$ cat config.mk
export PLATFORM = sky130hd
export DESIGN_NAME = cwd_top
export DESIGN_NICKNAME = d
export VERILOG_FILES = /design/src/rtl/cwd_pkg.sv /design/src/rtl/cwd_top.sv
export SDC_FILE = /design/constraint.sdc
export NUM_CORES = 1
export LEC_CHECK = 0
export BUFFER_PORTS_ARGS = -buffer_cell sky130_fd_sc_hd__buf_2
export CAP_MARGIN = 20
export CELL_PAD_IN_SITES_DETAIL_PLACEMENT = 0
export CELL_PAD_IN_SITES_GLOBAL_PLACEMENT = 2
export CORE_MARGIN = 4
export CORE_UTILIZATION = 31
export DETAILED_ROUTE_END_ITERATION = 8
export GPL_TIMING_DRIVEN = 0
export MAX_ROUTING_LAYER = met4
export PLACE_DENSITY_LB_ADDON = 0.3
export SLEW_MARGIN = 10
export SYNTH_ARGS = -nofsm -noshare
export SYNTH_HDL_FRONTEND = slang
export SYNTH_SLANG_ARGS = --single-unit
export TNS_END_PERCENT = 20
$ cat constraint.sdc
create_clock -name pclk -period 3.3 [get_ports pclk]
set_input_delay 0.165 -clock pclk [delete_from_list [all_inputs] [get_ports pclk]]
set_output_delay 0.165 -clock pclk [all_outputs]
set_load 0.01 [all_outputs]
$ cat src/rtl/cwd_pkg.sv
// Purpose: Shared constants and types for the configuration word decoder.
// Assumes: 32-bit APB, 24-bit flash words, one clock.
// Notes:   Register byte address is four times the register index.

package cwd_pkg;

  // ------------------------------------------------------------------
  // Register indices
  // ------------------------------------------------------------------
  localparam logic [15:0] CWD_IDX_CTRL           = 16'h0000;
  localparam logic [15:0] CWD_IDX_STATUS         = 16'h0001;
  localparam logic [15:0] CWD_IDX_WORD_TWO_SMALL = 16'h2bfc;
  localparam logic [15:0] CWD_IDX_WORD_ONE_SMALL = 16'h2bfe;
  localparam logic [15:0] CWD_IDX_WORD_TWO_LARGE = 16'h57fc;
  localparam logic [15:0] CWD_IDX_WORD_ONE_LARGE = 16'h57fe;

  // Flash word addresses of the two configuration words.
  localparam logic [23:0] CWD_FLASH_TWO_SMALL = 24'h00_2bfc;
  localparam logic [23:0] CWD_FLASH_ONE_SMALL = 24'h00_2bfe;
  localparam logic [23:0] CWD_FLASH_TWO_LARGE = 24'h00_57fc;
  localparam logic [23:0] CWD_FLASH_ONE_LARGE = 24'h00_57fe;

  // ------------------------------------------------------------------
  // Reset values and read-back forcing
  // ------------------------------------------------------------------
  localparam logic [23:0] CWD_TWO_RESET  = 24'hff_ffdf;
  localparam logic [23:0] CWD_ONE_RESET  = 24'hff_ffff;
  localparam logic [23:0] CWD_TWO_FORCE1 = 24'hff_0008;
  localparam logic [23:0] CWD_ONE_FORCE1 = 24'hff_0400;

  // ------------------------------------------------------------------
  // Field positions, word two
  // ------------------------------------------------------------------
  localparam int CWD_W2_TWO_SPEED   = 15;
  localparam int CWD_W2_PWM_LOCK    = 14;
  localparam int CWD_W2_PWM_PIN     = 13;
  localparam int CWD_W2_WIN_LSB     = 11;
  localparam int CWD_W2_OSC_LSB     = 8;
  localparam int CWD_W2_CKSM_LSB    = 6;
  localparam int CWD_W2_OSC_PIN_FN  = 5;
  localparam int CWD_W2_PINMAP_ONCE = 4;
  localparam int CWD_W2_LOW_POL     = 3;
  localparam int CWD_W2_ALT_TWI     = 2;
  localparam int CWD_W2_PRI_LSB     = 0;

  // Field positions, word one.
  localparam int CWD_W1_CODE_PROT   = 13;
  localparam int CWD_W1_WRITE_PROT  = 12;
  localparam int CWD_W1_HIGH_POL    = 10;
  localparam int CWD_W1_DBG_LSB     = 8;
  localparam int CWD_W1_WDOG_FORCE  = 7;
  localparam int CWD_W1_WIN_DIS     = 6;
  localparam int CWD_W1_PLL_WAIT    = 5;
  localparam int CWD_W1_PRESCALE    = 4;
  localparam int CWD_W1_POST_LSB    = 0;

  // Watchdog scaling as log2 of the divide ratio.
  localparam logic [2:0] CWD_PRE_LOG2_HI = 3'h7;
  localparam logic [2:0] CWD_PRE_LOG2_LO = 3'h5;

  // Status register bit positions.
  localparam int CWD_ST_VALID = 0;
  localparam int CWD_ST_BUSY  = 1;
  localparam int CWD_ST_LARGE = 2;
  localparam int CWD_ST_OSCRS = 3;
  localparam int CWD_ST_DBGRS = 4;

  // ------------------------------------------------------------------
  // Types
  // ------------------------------------------------------------------
  typedef enum logic [2:0] {
    osc_fast_rc         = 3'h0,
    osc_div_fast_rc_pll = 3'h1,
    osc_primary         = 3'h2,
    osc_primary_pll     = 3'h3,
    osc_secondary       = 3'h4,
    osc_low_power_rc    = 3'h5,
    osc_reserved        = 3'h6,
    osc_div_fast_rc     = 3'h7
  } cwd_osc_t;

  typedef enum logic [1:0] {
    pri_ext_clock = 2'h0,
    pri_ms_xtal   = 2'h1,
    pri_hs_xtal   = 2'h2,
    pri_disabled  = 2'h3
  } cwd_pri_t;

  typedef struct packed {
    logic       code_protect_en;
    logic       write_protect_en;
    logic       two_speed_startup;
    cwd_osc_t   start_osc;
    cwd_osc_t   initial_osc_sel;
    logic       osc_sel_reserved;
    logic       pwm_key_lock;
    logic       pwm_pins_tristate;
    logic [2:0] wdog_window_eighths;
    logic       clk_switch_en;
    logic       fail_safe_en;
    logic       pinmap_one_shot;
    logic       osc_pin_clkout;
    logic       osc_pin_gpio;
    cwd_pri_t   primary_osc_mode;
    logic       primary_osc_en;
    logic       wdog_force_enable;
    logic       wdog_window_mode;
    logic       pll_lock_wait;
    logic [2:0] wdog_prescale_log2;
    logic [3:0] wdog_postscale_log2;
    logic [1:0] debug_pair;
    logic       debug_sel_reserved;
    logic       high_side_active_high;
    logic       low_side_active_high;
    logic       alt_two_wire_pins;
  } cwd_decoded_t;

endpackage

$ cat src/rtl/cwd_top.sv
// Purpose: Loads the two flash configuration words into shadow registers and
//          decodes their fields into held device settings.
// Assumes: Flash read port answers with flash_rvalid some cycles after a request.
// Notes:   Shadow words are readable over APB; they cannot be written.
//
// Implementation choice: the APB register port.

`timescale 1ns/1ps

module cwd_top #(
  parameter bit LARGE_FLASH = 1'b0
) (
  input  wire logic                pclk,
  input  wire logic                presetn,
  input  wire logic                psel,
  input  wire logic                penable,
  input  wire logic                pwrite,
  input  wire logic [31:0]         paddr,
  input  wire logic [31:0]         pwdata,
  output logic                     pready,
  output logic                     pslverr,
  output logic [31:0]              prdata,
  output logic                     flash_rd_en,
  output logic [23:0]              flash_addr,
  input  wire logic [23:0]         flash_rdata,
  input  wire logic                flash_rvalid,
  input  wire logic                sw_wdog_enable,
  output logic                     wdog_run,
  output logic                     cfg_valid,
  output cwd_pkg::cwd_decoded_t    cfg
);
  import cwd_pkg::*;

  // ------------------------------------------------------------------
  // Loader state
  // ------------------------------------------------------------------
  typedef enum logic [4:0] {
    st_req_two  = 5'b00001,
    st_wait_two = 5'b00010,
    st_req_one  = 5'b00100,
    st_wait_one = 5'b01000,
    st_done     = 5'b10000
  } cwd_state_t;

  localparam logic [23:0] FLASH_TWO = LARGE_FLASH ? CWD_FLASH_TWO_LARGE : CWD_FLASH_TWO_SMALL;
  localparam logic [23:0] FLASH_ONE = LARGE_FLASH ? CWD_FLASH_ONE_LARGE : CWD_FLASH_ONE_SMALL;
  localparam logic [15:0] IDX_TWO   = LARGE_FLASH ? CWD_IDX_WORD_TWO_LARGE
                                                  : CWD_IDX_WORD_TWO_SMALL;
  localparam logic [15:0] IDX_ONE   = LARGE_FLASH ? CWD_IDX_WORD_ONE_LARGE
                                                  : CWD_IDX_WORD_ONE_SMALL;

  cwd_state_t   state_r;
  cwd_state_t   state_nxt;
  logic [23:0]  shadow_two_r;
  logic [23:0]  shadow_two_nxt;
  logic [23:0]  shadow_one_r;
  logic [23:0]  shadow_one_nxt;
  logic [23:0]  flash_addr_r;
  logic [23:0]  flash_addr_nxt;
  logic         valid_r;
  logic         valid_nxt;
  cwd_decoded_t cfg_r;
  cwd_decoded_t cfg_nxt;
  logic         wdog_run_r;
  logic         wdog_run_nxt;

  // Bus side state.
  logic [31:0]  rdata_r;
  logic [31:0]  rdata_nxt;
  logic         err_r;
  logic         err_nxt;
  logic         reload_req;
  logic [23:0]  view_two;
  logic [23:0]  view_one;
  logic [15:0]  idx;
  logic         idx_hit_hi;

  // ------------------------------------------------------------------
  // Read-back view and field decode
  // ------------------------------------------------------------------
  assign view_two = shadow_two_r | CWD_TWO_FORCE1;
  assign view_one = shadow_one_r | CWD_ONE_FORCE1;

  function automatic cwd_decoded_t decode(input logic [23:0] w2, input logic [23:0] w1);
    cwd_decoded_t d;
    cwd_osc_t     sel;
    cwd_pri_t     pri;
    logic         xtal;
    sel = cwd_osc_t'(w2[CWD_W2_OSC_LSB +: 3]);
    pri = cwd_pri_t'(w2[CWD_W2_PRI_LSB +: 2]);
    xtal = (pri == pri_ms_xtal) || (pri == pri_hs_xtal);
    d.code_protect_en     = ~w1[CWD_W1_CODE_PROT];
    d.write_protect_en    = ~w1[CWD_W1_WRITE_PROT];
    d.two_speed_startup   = w2[CWD_W2_TWO_SPEED];
    d.start_osc           = w2[CWD_W2_TWO_SPEED] ? osc_fast_rc : sel;
    d.initial_osc_sel     = sel;
    d.osc_sel_reserved    = (sel == osc_reserved);
    d.pwm_key_lock        = w2[CWD_W2_PWM_LOCK];
    d.pwm_pins_tristate   = w2[CWD_W2_PWM_PIN];
    unique case (w2[CWD_W2_WIN_LSB +: 2])
      2'h3: d.wdog_window_eighths = 3'h2;
      2'h2: d.wdog_window_eighths = 3'h3;
      2'h1: d.wdog_window_eighths = 3'h4;
      2'h0: d.wdog_window_eighths = 3'h6;
    endcase
    d.clk_switch_en       = ~w2[CWD_W2_CKSM_LSB + 1];
    d.fail_safe_en        = (w2[CWD_W2_CKSM_LSB +: 2] == 2'h0);
    d.pinmap_one_shot     = w2[CWD_W2_PINMAP_ONCE];
    d.osc_pin_clkout      = ~xtal & w2[CWD_W2_OSC_PIN_FN];
    d.osc_pin_gpio        = ~xtal & ~w2[CWD_W2_OSC_PIN_FN];
    d.primary_osc_mode    = pri;
    d.primary_osc_en      = (pri != pri_disabled);
    d.wdog_force_enable   = w1[CWD_W1_WDOG_FORCE];
    d.wdog_window_mode    = ~w1[CWD_W1_WIN_DIS];
    d.pll_lock_wait       = w1[CWD_W1_PLL_WAIT];
    d.wdog_prescale_log2  = w1[CWD_W1_PRESCALE] ? CWD_PRE_LOG2_HI : CWD_PRE_LOG2_LO;
    d.wdog_postscale_log2 = w1[CWD_W1_POST_LSB +: 4];
    d.debug_pair          = 2'h0;
    unique case (w1[CWD_W1_DBG_LSB +: 2])
      2'h3: d.debug_pair = 2'h1;
      2'h2: d.debug_pair = 2'h2;
      2'h1: d.debug_pair = 2'h3;
      2'h0: d.debug_pair = 2'h0;
    endcase
    d.debug_sel_reserved  = (w1[CWD_W1_DBG_LSB +: 2] == 2'h0);
    d.high_side_active_high = w1[CWD_W1_HIGH_POL];
    d.low_side_active_high  = w2[CWD_W2_LOW_POL];
    d.alt_two_wire_pins   = w2[CWD_W2_ALT_TWI];
    return d;
  endfunction

  // ------------------------------------------------------------------
  // Loader
  // ------------------------------------------------------------------
  // The decoded image changes only at the end of a load, so a reload
  // never shows a half-updated pair of words.
  always_comb begin
    state_nxt      = state_r;
    shadow_two_nxt = shadow_two_r;
    shadow_one_nxt = shadow_one_r;
    flash_addr_nxt = flash_addr_r;
    valid_nxt      = valid_r;
    cfg_nxt        = cfg_r;
    unique case (state_r)
      st_req_two: begin
        flash_addr_nxt = FLASH_TWO;
        state_nxt      = st_wait_two;
      end
      st_wait_two: begin
        if (flash_rvalid) begin
          shadow_two_nxt = flash_rdata;
          flash_addr_nxt = FLASH_ONE;
          state_nxt      = st_req_one;
        end
      end
      st_req_one: begin
        state_nxt = st_wait_one;
      end
      st_wait_one: begin
        if (flash_rvalid) begin
          shadow_one_nxt = flash_rdata;
          state_nxt      = st_done;
        end
      end
      st_done: begin
        if (!valid_r) begin
          cfg_nxt   = decode(view_two, view_one);
          valid_nxt = 1'b1;
        end else if (reload_req) begin
          valid_nxt = 1'b0;
          state_nxt = st_req_two;
        end
      end
      default: begin
        valid_nxt = 1'b0;
        state_nxt = st_req_two;
      end
    endcase
  end

  always_comb begin
    wdog_run_nxt = valid_r & (cfg_r.wdog_force_enable | sw_wdog_enable);
  end

  always_ff @(posedge pclk or negedge presetn) begin
    if (!presetn) begin
      state_r      <= st_req_two;
      shadow_two_r <= CWD_TWO_RESET;
      shadow_one_r <= CWD_ONE_RESET;
      flash_addr_r <= 24'h00_0000;
      valid_r      <= 1'b0;
      cfg_r        <= '0;
      wdog_run_r   <= 1'b0;
    end else begin
      state_r      <= state_nxt;
      shadow_two_r <= shadow_two_nxt;
      shadow_one_r <= shadow_one_nxt;
      flash_addr_r <= flash_addr_nxt;
      valid_r      <= valid_nxt;
      cfg_r        <= cfg_nxt;
      wdog_run_r   <= wdog_run_nxt;
    end
  end

  assign flash_rd_en = (state_r == st_req_two) || (state_r == st_req_one);
  assign flash_addr  = flash_addr_r;
  assign cfg_valid   = valid_r;
  assign cfg         = cfg_r;
  assign wdog_run    = wdog_run_r;

  // ------------------------------------------------------------------
  // APB slave
  // ------------------------------------------------------------------
  // Read data and the error flag are prepared in the setup cycle, so the
  // access phase always completes in its first cycle.
  assign idx        = paddr[17:2];
  assign idx_hit_hi = (paddr[31:18] == 14'h0000) && (paddr[1:0] == 2'h0);

  always_comb begin
    rdata_nxt = rdata_r;
    err_nxt   = err_r;
    if (psel && !penable) begin
      rdata_nxt = 32'h0000_0000;
      err_nxt   = 1'b0;
      if (!idx_hit_hi) begin
        err_nxt = 1'b1;
      end else if (idx == CWD_IDX_CTRL) begin
        err_nxt = 1'b0;
      end else if (idx == CWD_IDX_STATUS) begin
        err_nxt = pwrite;
        rdata_nxt[CWD_ST_VALID] = valid_r;
        rdata_nxt[CWD_ST_BUSY]  = (state_r != st_done);
        rdata_nxt[CWD_ST_LARGE] = LARGE_FLASH;
        rdata_nxt[CWD_ST_OSCRS] = cfg_r.osc_sel_reserved;
        rdata_nxt[CWD_ST_DBGRS] = cfg_r.debug_sel_reserved;
      end else if (idx == IDX_TWO) begin
        err_nxt   = pwrite;
        rdata_nxt = {8'h00, view_two};
      end else if (idx == IDX_ONE) begin
        err_nxt   = pwrite;
        rdata_nxt = {8'h00, view_one};
      end else begin
        err_nxt = 1'b1;
      end
    end
  end

  always_ff @(posedge pclk or negedge presetn) begin
    if (!presetn) begin
      rdata_r <= 32'h0000_0000;
      err_r   <= 1'b0;
    end else begin
      rdata_r <= rdata_nxt;
      err_r   <= err_nxt;
    end
  end

  assign pready     = psel & penable;
  assign pslverr    = psel & penable & err_r;
  assign prdata     = rdata_r;
  assign reload_req = psel & penable & pwrite & ~err_r & idx_hit_hi
                      & (idx == CWD_IDX_CTRL) & pwdata[0];

  // ------------------------------------------------------------------
  // Assertions
  // ------------------------------------------------------------------
  property p_load_then_valid;
    @(posedge pclk) disable iff (!presetn)
      (state_r == st_wait_one && flash_rvalid) |=> !cfg_valid ##1 cfg_valid;
  endproperty
  a_load_then_valid: assert property (p_load_then_valid)
    else $error("settings not valid two cycles after second word");

  property p_upper_ones;
    @(posedge pclk) disable iff (!presetn)
      (pready && !pslverr && !pwrite && idx_hit_hi && (idx == IDX_TWO || idx == IDX_ONE))
        |-> (prdata[23:16] == 8'hff && prdata[31:24] == 8'h00);
  endproperty
  a_upper_ones: assert property (p_upper_ones)
    else $error("config word upper byte not read as ones");

  property p_polarity_ones;
    @(posedge pclk) disable iff (!presetn)
      cfg_valid |-> (cfg.high_side_active_high && cfg.low_side_active_high);
  endproperty
  a_polarity_ones: assert property (p_polarity_ones)
    else $error("polarity position not forced to one");

  property p_code_protect;
    @(posedge pclk) disable iff (!presetn)
      (cfg_valid && state_r == st_done)
        |-> (cfg.code_protect_en == !shadow_one_r[CWD_W1_CODE_PROT]
             && cfg.write_protect_en == !shadow_one_r[CWD_W1_WRITE_PROT]);
  endproperty
  a_code_protect: assert property (p_code_protect)
    else $error("protection setting does not match word one");

  property p_two_speed;
    @(posedge pclk) disable iff (!presetn)
      cfg_valid |-> (cfg.start_osc == (cfg.two_speed_startup ? osc_fast_rc
                                                             : cfg.initial_osc_sel));
  endproperty
  a_two_speed: assert property (p_two_speed)
    else $error("start oscillator wrong for two-speed setting");

  property p_window;
    @(posedge pclk) disable iff (!presetn)
      (cfg_valid && state_r == st_done && view_two[CWD_W2_WIN_LSB +: 2] == 2'h2)
        |-> cfg.wdog_window_eighths == 3'h3;
  endproperty
  a_window: assert property (p_window)
    else $error("window code 10 does not give 37.5 percent");

  property p_switch_mode;
    @(posedge pclk) disable iff (!presetn)
      cfg_valid |-> (!cfg.clk_switch_en |-> !cfg.fail_safe_en);
  endproperty
  a_switch_mode: assert property (p_switch_mode)
    else $error("monitor enabled while clock switching disabled");

  property p_wdog_force;
    @(posedge pclk) disable iff (!presetn)
      (cfg_valid && cfg.wdog_force_enable && !sw_wdog_enable) |=> wdog_run;
  endproperty
  a_wdog_force: assert property (p_wdog_force)
    else $error("forced watchdog stopped by software");

  property p_prescale;
    @(posedge pclk) disable iff (!presetn)
      cfg_valid |-> (cfg.wdog_prescale_log2 == 3'h7 || cfg.wdog_prescale_log2 == 3'h5);
  endproperty
  a_prescale: assert property (p_prescale)
    else $error("watchdog prescale not 128 or 32");

  property p_steady;
    @(posedge pclk) disable iff (!presetn)
      (cfg_valid && $past(cfg_valid)) |-> $stable(cfg);
  endproperty
  a_steady: assert property (p_steady)
    else $error("decoded settings changed while valid");

  property p_postscale;
    @(posedge pclk) disable iff (!presetn)
      (cfg_valid && state_r == st_done)
        |-> cfg.wdog_postscale_log2 == shadow_one_r[CWD_W1_POST_LSB +: 4];
  endproperty
  a_postscale: assert property (p_postscale)
    else $error("watchdog postscale does not match word one");

  property p_debug_pair;
    @(posedge pclk) disable iff (!presetn)
      (cfg_valid && state_r == st_done)
        |-> cfg.debug_pair == 2'(2'h0 - shadow_one_r[CWD_W1_DBG_LSB +: 2]);
  endproperty
  a_debug_pair: assert property (p_debug_pair)
    else $error("debug pin pair does not match word one");

endmodule

# Word-level counts from Yosys, hierarchy flattened
# Cells that the tools add are included.
# word_totals
elab_cells,118
regBits,134
inputBits,95
# classes
n_eq_ne,23
mux,25
bitwise,19
reduce_logical,18
# ops
operator,count
24-bit two-way mux,3
32-bit two-way mux,2
24-bit case mux with 2 select lines,1
16-bit by 14-bit equality test with 1-bit output (second input constant),2
27-bit two-way mux,1
5-bit two-way mux,5
5-bit case mux with 5 select lines,1
16-bit by 1-bit equality test with 1-bit output (second input constant),1
16-bit zero test,1
14-bit zero test,1
3-bit case mux with 4 select lines,1
1-bit AND,10
2-bit equality test (second input constant),5
2-bit inequality test (second input constant),5
2-bit zero test,4
1-bit NOT,8
2-bit case mux with 4 select lines,1
2-bit AND reduction,4
1-bit two-way mux,7
2-bit by 1-bit equality test with 1-bit output (second input constant),3
5-bit by 1-bit equality test with 1-bit output (second input constant),1
5-bit by 2-bit equality test with 1-bit output (second input constant),1
5-bit by 3-bit equality test with 1-bit output (second input constant),1
5-bit by 4-bit equality test with 1-bit output (second input constant),1
13 further kinds,15

# Depth between registers and ports, before layout
# Gate-level depths: netlist of the first run.
# depth
word_depth,9
mapped_depth,7
ltp_nobuf,4

# Least setup slack after synthesis of the first run
# Ideal clock, no wire load.
# synth_timing
kind,reg-to-reg
startpoint,reg state_r[3]
endpoint,reg cfg_r (netlist bit cfg[14])
setup_slack_ns,1.422
arrival_ns,1.761
setup_ns,0.117
path_stages_with_launch,8
n_path_buf,3
required_time_ns,3.183
cell_sequence,dfrtp_1 -> clkbuf_1 -> or3_4 -> or4b_4 -> buf_6 -> buf_6 -> nand2_1 -> o21ai_2
# synth_between
elab_chain_len,2
# synth_rtl
item,line,text
from (decl),cwd_top.sv:52,cwd_state_t state_r;
from (signal assigned),cwd_top.sv:187,state_r <= st_req_two;
from (signal assigned),cwd_top.sv:195,state_r <= state_nxt;
5-bit equality test,cwd_top.sv:144,unique case (state_r)
2-bit AND reduction (no line),--,
to (signal assigned),cwd_top.sv:200,cfg_r <= cfg_nxt;
to (decl),cwd_top.sv:62,cwd_decoded_t cfg_r;
# Every way passes these cells.
# A chain may end at the register's enable or synchronous reset.

# Worst setup path in the final report of the first run
# layout_timing
startpoint,reg state_r[3]
endpoint,reg shadow_one_r[9]
# layout_between
elab_chain_len,2
# layout_rtl
item,line,text
5-bit by 4-bit equality test with 1-bit output,cwd_top.sv:144,
2-bit AND reduction (no line),--,
to (signal assigned),cwd_top.sv:197,shadow_one_r <= shadow_one_nxt;
to (decl),cwd_top.sv:56,logic [23:0] shadow_one_r;
# Every way passes these cells.

==> flow_summary.toml, run 1 <==
[status]
outcome = "completed"

[drt]
drc = 0
via_count = 3363
routedWlPerCell_um = 16.0
via_per_inst = 4.46
final_antenna_net_count = 0
drt_pass1_iterations = 4
wl_um = 12100
initialDrtViolationCount = 132

[placed_design]
place.gp.congestion = 0.751
placed_area_sq_um = 5490
port_buffers = 133
dp_hpwl_um = 8810

[power]
p_per_area_nw_per_um2 = 679
vdd_ir_drop_max_uv = 378
p_leak_nw = 3.04

[yosys]
synth.largest_area_cell = "dfrtp_1"
synth-seq-cells = 93
synth_edf_count = 0
synth_top_cell_area_share_pct = 35.1
synth_area_leaders = "dfrtp_1, dfstp_2, mux2_2"
netlist_instances = 402
avgSynthCellArea_sq_um = 11.2
synth-main-ff-cell = "dfrtp_1"
synth_cell_type_count = 53
ys.warnings.count = 0
postSynth.asyncResetShare_pct = 100
synth_area_sq_um = 4490
ys_seq_area_share_pct = 52.6

[critical_path]
cp_cell_sequence = "clkbuf_1 > nor4b_1 > nand2_1 > clkbuf_1 > mux2_2"
worstSetupPathType = "reg -> reg"
cp.arrival_ns = 2.40
cp-start-kind = "register"
cpMostUsedCell = "clkbuf_1"
max_stage_delay_ns = 0.63
cp_max_fo = 10
cp.required_ns = 3.57
cpMaxStageDelayCell = "clkbuf_1"
endpoint_kind = "register"
cp_top_family = "buffers and inverters"
critPathBufInv = 2

[grt]
grt_max_degree = 64
grtUsageTotal_pct = 15.3
grt.overflow.total = 0
antenna_found_initial = 0
grt_pass1_wl_um = 18700
grt_pass1_vias = 3416

[sta]
min_period_ns = 2.13
worst_slew_pin_slew_ns = 0.860
setup_viol = 0
min_period_over_period_pct = 64.5
max_freq_ghz = 0.470
final-max-slew-violation-count = 0
finClkSkew_ns = 0.00871
hold_violations = 0
fin_setup_tns_ns = 0
max-slew-margin-rel_pct = 42.7
rsz0062_at_grt = "no"
fin_hold_ws_ns = 0.0441

[cells_and_area]
nets = 667
layout-drive-gt1-share_pct = 51.5
ff_latch_area_sq_um = 2360
nFillCells = 1373
multiInputGateArea_sq_um = 1750
syn_to_final_growth_pct = 28.9
fin_area_sq_um = 5790

[floorplanning]
rows = 43
dieWidth_um = 128
core_sq_um = 14000
start_util_pct = 32.0
die_area_sq_um = 16500
top_level_ports = 195
die_h_um = 128

[cts]
cts_tree = "built"
clk_latency_ns = 0.35
post_cts_buffers = 0
root_buffer = "clkbuf_16"
clock-sinks = 93
cts.clk_slew.worst_paths_ns = 0.07
cts.repair.resized = 0
numCtsBuffers = 9
htree_levels = 3
cts_buffer_depth = 2

[flow_run]
max-cap-violations = 0

[worst_hold_path]
hold_path.class = "in -> reg"
==> cell families (layout without fill, tap and decap cells) <==
group	Yosys count	in the layout	synth area share, %
simple gates	146	146	16.8
flops	93	93	52.6
buf+inv	65	216	10.1
compound gates	46	46	7.94
mux	45	45	10.9
fa+ha+maj	4	4	1.11
xor+xnor	2	2	0.390
other cells	1	22	0.0835
==> state kept, by name (all words and copies together) (netlist names) <==
signal and count:
cfg 36, prdata 17, shadow_one_r 15, shadow_two_r 15, state_r 5, flash_addr 2
cfg_valid 1, err_r 1, wdog_run 1
==> metrics by stage <==
step | total power [mW] | worst slack [ns] | util, % | instances
floorplan | 2.52 | 1.42 | - | 422
global route | 4.18 | 0.987 | 41.2 | 753
CTS | 3.99 | 1.09 | 41.2 | 753
global placement | 2.90 | 1.10 | 38.9 | 735
detailed placement | 2.93 | 1.09 | 39.1 | 736
finish | 3.93 | 1.17 | 41.2 | 754
==> power breakdown <==
group	total (mW)	switching [mW]	internal, mW
combinational	1.03	0.504	0.530
clock	1.04	0.432	0.609
sequential	1.86	0.263	1.59
==> layer usage <==
metal	GRT usage [%]	vias to the layer above	wire, um
met5	-	-	0
met3	3.32	14	704
met4	5.43	0	171
li1	-	1645	-
met2	23.8	98	5770
met1	19.8	1606	5450
==> worst reg2reg max path, stage by stage, from the launching register on <==
cell and delay [ns]:
dfrtp_1 0.36, clkbuf_1 0.18, nor4b_1 0.19, nand2_1 0.29, clkbuf_1 0.63, mux2_2 0.42
==> area by class of cell <==
type	instances	area share [%]
inverter	6	0.389
antenna	1	0.0432
multi-input combinational	264	30.2
timing repair buffer	135	12.2
tap	180	3.89
buffer	59	7.43
sequential	93	40.8
clock inverter	2	0.605
clock buffer	14	4.39
==> placed cells by master (no fill, tap or decap), drive strengths merged, types with 6 or more instances in the layout <==
master	instances
buf	187
nand2	98
dfrtp	63
mux2	33
dfstp	30
o21ai	25
conb	21
clkbuf	20
mux2i	12
nor4	8
inv	6
nor2	6
==> synthesized netlist by cell type (2+ instances only) <==
cell type and count:
o21ai_0 10, buf_6 7, nor2b_1 2, o21ai_2 15
ha_1 4, mux2_2 33, inv_1 6, nand2b_1 5
or3b_2 2, nand2_1 93, nor2_1 6, dfrtp_1 63
buf_4 40, dfstp_2 30, clkbuf_1 6, mux2i_1 12
a21oi_1 3, a32oi_1 4, or4_4 2, or3_1 2
nand2_2 5, o31ai_2 3, a31oi_1 2, nor4_1 6
buf_2 5, nand3b_1 5, nor4_4 2, nand4_1 4
==> final timing paths <==
check,start,end,slack (ns),cells past startpoint
worst min register to register,prdata[6],prdata[6],0.47,2
max in group asynchronous,presetn,shadow_two_r[6],2.28,3
min in group asynchronous,presetn,cfg[11],0.31,2
worst max-delay path,state_r[3],shadow_one_r[9],1.17,5
worst max register to register,state_r[3],shadow_one_r[9],1.17,5
worst min-delay path,sw_wdog_enable,wdog_run,0.04,2
==> timing repair <==
item,CTS,global route
endpoints found under the hold margin,17,0
hold buffers,1,0
endpoints found under the setup margin,0,0
(Power assumes the default switching activity.)
==> inputs of run 2 (changes only) <==
--- a/config.mk
+++ b/config.mk
@@ -5,12 +5,13 @@
 export SDC_FILE = /design/constraint.sdc
 export NUM_CORES = 1
 export LEC_CHECK = 0
+export ABC_AREA = 1
 export BUFFER_PORTS_ARGS = -buffer_cell sky130_fd_sc_hd__buf_2
 export CAP_MARGIN = 20
 export CELL_PAD_IN_SITES_DETAIL_PLACEMENT = 0
 export CELL_PAD_IN_SITES_GLOBAL_PLACEMENT = 2
 export CORE_MARGIN = 4
-export CORE_UTILIZATION = 31
+export CORE_UTILIZATION = 24
 export DETAILED_ROUTE_END_ITERATION = 8
 export GPL_TIMING_DRIVEN = 0
 export MAX_ROUTING_LAYER = met4
==> constraint.sdc (replaced) <==
create_clock -name pclk -period 1.7 [get_ports pclk]
set_input_delay 0.085 -clock pclk [delete_from_list [all_inputs] [get_ports pclk]]
set_output_delay 0.085 -clock pclk [all_outputs]
set_load 0.01 [all_outputs]
==> run 2 against run 1 <==
Against the previous run:
- clock power rose by 80%
- count of clock-buffer cells in the layout fell by 3
- total power rose by 72%
- cell count rose by 29%
- hold slack got worse by 0.041 ns
- first-iteration DRC count rose by 32%
- highest routed layer unchanged
- flip-flop and latch count did not move
- sequential share of layout area fell by 1.9 points
- worst setup slack got worse by 0.99 ns
- non-clock buffer count rose by 16
- die area rose by 29%
- clock skew fell by 0.0019 ns
==> flow_summary.toml, run 2 <==
[status]
outcome = "completed"

[sta]
min_period_over_period_pct = 89.2
setup_viol = 0
max_freq_ghz = 0.660
final-max-slew-violation-count = 0
hold_violations = 0
min_period_ns = 1.52
max-slew-margin-rel_pct = 65.2
finClkSkew_ns = 0.00681
setup_slack_ns = 0.184
fin_setup_tns_ns = 0
rsz0062_at_grt = "no"
worst_slew_pin_slew_ns = 0.523

[floorplanning]
core_sq_um = 18700
die_h_um = 146
die_area_sq_um = 21300
dieWidth_um = 146
rows = 50
top_level_ports = 195
start_util_pct = 24.4

[yosys]
synth_top_cell_area_share_pct = 34.5
postSynth.asyncResetShare_pct = 100
synth_edf_count = 0
ys_seq_area_share_pct = 51.7
synth_area_sq_um = 4570
synth_most_common_cell = "nand2_1"
synth-seq-cells = 93
netlist_instances = 550
avgSynthCellArea_sq_um = 8.31
synth-main-ff-cell = "dfrtp_1"
synth.largest_area_cell = "dfrtp_1"
synth_area_leaders = "dfrtp_1, dfstp_2, nand2_1"
netlist_top_cells_count = "nand2_1, dfrtp_1, nand3_1"
synth_cell_type_count = 30
ys.warnings.count = 0

[cts]
cts_tree = "built"
clk_latency_ns = 0.35
post_cts_buffers = 0
cts.clk_slew.worst_paths_ns = 0.06
cts_buffer_depth = 2
clock-sinks = 93
numCtsBuffers = 9
root_buffer = "clkbuf_16"
htree_levels = 3

[critical_path]
endpoint_kind = "register"
cp_max_fo = 10
cp-start-kind = "register"
worstRegToRegCells = 4
cp.arrival_ns = 1.79
worstSetupPathType = "reg -> reg"
cp.required_ns = 1.97

[power]
p_per_area_nw_per_um2 = 1110
p_sw_mw = 2.15
p_seq_share_pct = 50.3
switching_share_pct = 31.8
power.internal_mw = 4.61
power.total_mw = 6.75
pwr-share-clk_pct = 27.7
vdd_ir_drop_max_uv = 450
p_leak_nw = 3.35
p_comb_share_pct = 22.0

[cells_and_area]
layout-drive-gt1-share_pct = 35.0
multiInputGateArea_sq_um = 1700
syn_to_final_growth_pct = 33.0
layout_commonest_cell = "nand2_1"
mostFrequentLayoutCells = "nand2_1, buf_2, dfrtp_1"
ff_latch_area_sq_um = 2360
diodes = 0
nets = 832
final_util_pct = 32.5
largest_register_ffs = 36
nFillCells = 2029

[placed_design]
place.gp.congestion = 0.782
preCtsSetupSlack_ns = 0.190
dp_hpwl_um = 10800
port_buffers = 134

[drt]
via_count = 4015
wl_um = 14000
final_antenna_net_count = 0
via_per_inst = 4.13
initialDrtViolationCount = 174
drc = 0
drt_pass1_iterations = 5
routedWlPerCell_um = 14.4

[grt]
grt.overflow.total = 0
grt_pass1_wl_um = 22500
grtUsageTotal_pct = 13.8
antenna_found_initial = 0
grt_max_degree = 57
grt_pass1_vias = 4055

[flow_run]
max-cap-violations = 0

[worst_hold_path]
holdPathStages = 3
hold_path.class = "in -> reg"
## run 2: cell types whose count changed in the layout (fill, tap and decap cells not counted), moves of 16 or more
| cell | change |
|---|---|
| nor2_1 | +31 |
| dlygate4sd3_1 | +16 |
| inv_1 | +39 |
| o21ai_1 | +18 |
| mux2_2 | -29 |
| nand3_1 | +54 |
| nand2_1 | +86 |
## run 2: power by group through the flow
stage	Sequential, mW	Combinational [mW]	Clock (mW)
finish	3.40	1.48	1.87
global route	3.49	1.72	2.05
CTS	3.40	1.52	1.93
detailed placement	3.43	1.47	0
global placement	3.42	1.43	0
floorplan	3.37	0.850	0
## run 2: layer usage
metal	track usage [%]	wire, um	part of all wire (%)
met4	3.57	159	1.1
met1	17.9	6390	46
met5	-	0	0
met3	3.58	873	6.2
met2	21.7	6570	47
## run 2: kinds of logic after synthesis
family                   count (synthesis)  share of synthesized area [%]
AO/OA/AOI/OAI                           48                           5.58
multiplexers                             4                          0.985
adder cells (fa/ha/maj)                  4                           1.10
flip-flops                              93                           51.7
buffers and inverters                  105                           12.8
other                                    1                         0.0820
AND/OR/NAND/NOR                        295                           27.7
## run 2: final timing paths
| kind | from | end | slack [ns] |
|---|---|---|---|
| max | state_r[2] | shadow_one_r[9] | 0.18 |
| min | flash_rdata[0] | shadow_two_r[0] | 0.003 |
| max reg2reg | state_r[2] | shadow_one_r[9] | 0.18 |
| min reg2reg | cfg[0] | cfg[0] | 0.47 |
| max in group asynchronous | presetn | shadow_two_r[1] | 0.73 |
| min in group asynchronous | presetn | prdata[12] | 0.26 |
## run 2: layout make-up
class,instances,area share [%]
clock inverters,5,0.617
plain buffers,58,6.71
flip-flops and latches,93,38.9
clock buffers,11,3.83
repair buffers,152,14.3
inverters,47,2.90
multi-input cells,372,27.9
well taps,234,4.82
## run 2: worst max-delay path, cell delays in order, from the launching register on
cell and delay [ns]:
dfrtp_1 0.40, nor2_1 0.20, nand4_2 0.33, buf_2 0.32, o21ai_0 0.18
## run 2: repair_timing
action	CTS	global route
setup endpoints to repair	0	0
gates resized for setup	0	0
endpoints found under the hold margin	55	0
hold buffers	17	0
## run 2: through the flow
stage / instance area, sq um / std cells / hold slack [ns]
after floorplan: 4650 / 570 / -0.211
after detailed placement: 5640 / 939 / 0.103
after global routing: 6080 / 972 / 0.0164
final: 6080 / 972 / 0.00263
after CTS: 6080 / 972 / 0.00815
after global placement: 5610 / 938 / 0.316
==> inputs of run 3 (changes only) <==
--- a/config.mk
+++ b/config.mk
@@ -10,7 +10,7 @@
 export CAP_MARGIN = 20
 export CELL_PAD_IN_SITES_DETAIL_PLACEMENT = 0
 export CELL_PAD_IN_SITES_GLOBAL_PLACEMENT = 2
-export CORE_MARGIN = 4
+export CORE_MARGIN = 5
 export CORE_UTILIZATION = 24
 export DETAILED_ROUTE_END_ITERATION = 8
 export GPL_TIMING_DRIVEN = 0
==> constraint.sdc (replaced) <==
create_clock -name pclk -period 1.7 [get_ports pclk]
set_input_delay 0.085 -clock pclk [delete_from_list [all_inputs] [get_ports pclk]]
set_output_delay 0.085 -clock pclk [all_outputs]
set_load 0.1 [all_outputs]
==> run 3 against run 2 <==
Against the previous run:
- the run now ends with hold timing left
- flip-flop and latch count did not move
- utilization is 0.45 points higher
- count of clock-buffer cells in the layout fell by 2
- maximum frequency is 4.1% lower
- wire length up 1.9%
- total power rose by 31%
- global-route usage decreased by 0.35 points
- clock skew grew 0.0084 ns
- die area rose by 2.8%
- clock power up 25%
- combinational power rose by 110%
- critical path type is now reg -> out
- critical endpoint is now flash_rd_en
- largest power group unchanged
==> flow_summary.toml, run 3 (synthesis results as in run 2) <==
[cells_and_area]
syn_to_final_growth_pct = 34.9
layout-drive-gt1-share_pct = 35.4
fin_area_sq_um = 6160
layout_commonest_cell = "nand2_1"
largest_register_ffs = 36
mostFrequentLayoutCells = "nand2_1, buf_2, dfrtp_1"
diodes = 0
nets = 832

[critical_path]
r2r-start = "state_r[2]"
r2r-end = "shadow_one_r[9]"
cp_max_fo = 5
cp.arrival_ns = 1.50
endpoint_kind = "primary output"
worstRegToRegCells = 4
cp.required_ns = 1.62
worstSetupPathType = "reg -> out"
cp-start-kind = "register"
r2r_slack_ns = 0.18

[worst_hold_path]
hold_path.class = "in -> reg"
holdPathStages = 3
hp-start = "flash_rdata[0]"
hold-path-endpoint = "shadow_two_r[0]"

[cts]
root_buffer = "clkbuf_16"
clk_latency_ns = 0.35
cts.clk_slew.worst_paths_ns = 0.07
cts_tree = "built"
clock-sinks = 93
numCtsBuffers = 9
post_cts_buffers = 0
htree_levels = 3
cts_buffer_depth = 2

[floorplanning]
die_area_sq_um = 21900
rows = 50
top_level_ports = 195
die_h_um = 148
start_util_pct = 24.4
dieWidth_um = 148
core_sq_um = 18700

[drt]
drt_pass1_iterations = 4
routedWlPerCell_um = 14.7
initialDrtViolationCount = 228
via_count = 3995
final_antenna_net_count = 0
wl_um = 14300
drc = 0
via_per_inst = 4.11

[grt]
grtUsageMet1_pct = 17.3
grtUsageTotal_pct = 13.5
gr-max-usage-layer = "met2"
grtUsageMet2_pct = 21.5
grt_max_degree = 57
antenna_found_initial = 0
met3_usage_pct = 3.53
grt.overflow.total = 0
grt_pass1_wl_um = 22400
grt_pass1_vias = 4174

[sta]
min_period_over_period_pct = 93.0
finClkSkew_ns = 0.0152
max-slew-margin-rel_pct = 64.3
hold_violations = 1
final-max-slew-violation-count = 0
rsz0062_at_grt = "no"
fin_hold_ws_ns = -0.00287
min_period_ns = 1.58
fin_setup_tns_ns = 0
setup_viol = 0
max_freq_ghz = 0.633
worst_slew_pin_slew_ns = 0.535

[placed_design]
dp_hpwl_um = 11000
placed_area_sq_um = 5640
place.gp.congestion = 0.771
port_buffers = 134

[status]
violations = "hold timing"
outcome = "complete, but fails checks"

[power]
vdd_ir_drop_max_uv = 584
p_per_area_nw_per_um2 = 1430
p_leak_nw = 3.39

[flow_run]
max-cap-violations = 0
[run 3: worst max-delay path, cell delays in order, from the launching register on]
cell	delay (ns)
dfstp_2	0.57
nand4_1	0.19
nand2_1	0.14
buf_6	0.23
[run 3: where the power goes]
part           switching, mW  internal, mW  total (mW)  leakage [nW]
Sequential             0.424          2.97        3.40          1.17
Clock                  0.890          1.44        2.34         0.162
Combinational           2.45         0.656        3.10          2.05
Total                   3.76          5.07        8.84          3.39
[run 3: what timing repair did]
item	4_1_cts	5_1_grt
hold buffers	17	0
gates resized for setup	1	1
endpoints found under the setup margin	1	1
endpoints found under the hold margin	58	0
[run 3: metrics by stage]
stage	util, %	instances	power [mW]	worst slack [ns]	hold slack, ns
6_report	33.0	972	8.84	0.119	-0.00287
4_1_cts	32.9	972	8.93	0.0471	0.00231
3_3_place_gp	30.0	938	6.47	-0.559	0.316
2_1_floorplan	-	570	5.81	-0.0218	-0.211
5_1_grt	33.0	972	9.29	0.0216	0.0159
3_5_place_dp	30.2	939	6.51	0.179	0.105
[run 3: area by class of cell]
type                       count  area (sq um)
multi-input combinational    372          1700
tap                          234           293
fill                        2007         12500
buffer                        58           408
clock inverter                 7           123
timing repair buffer         152           877
sequential                    93          2370
clock buffer                   9           225
inverter                      47           176
[run 3: worst max path at each step]
stage | cells after the start | startpoint | to | slack (ns)
final | 3 | state_r[0] | flash_rd_en | 0.12
after global routing | 4 | state_r[2] | flash_rd_en | 0.02
after CTS | 3 | state_r[0] | flash_rd_en | 0.05
after detailed placement | 4 | state_r[2] | shadow_one_r[8] | 0.18
after global placement | 1 | presetn | cfg_valid | -0.56
after floorplan | 2 | err_r | pslverr | -0.02
[run 3: metal layers]
| metal | vias to the layer above | share of wire (%) |
|---|---|---|
| met3 | 4 | 6.2 |
| met5 | - | 0 |
| met2 | 106 | 47 |
| li1 | 2050 | - |
| met4 | 0 | 0.28 |
| met1 | 1835 | 46 |
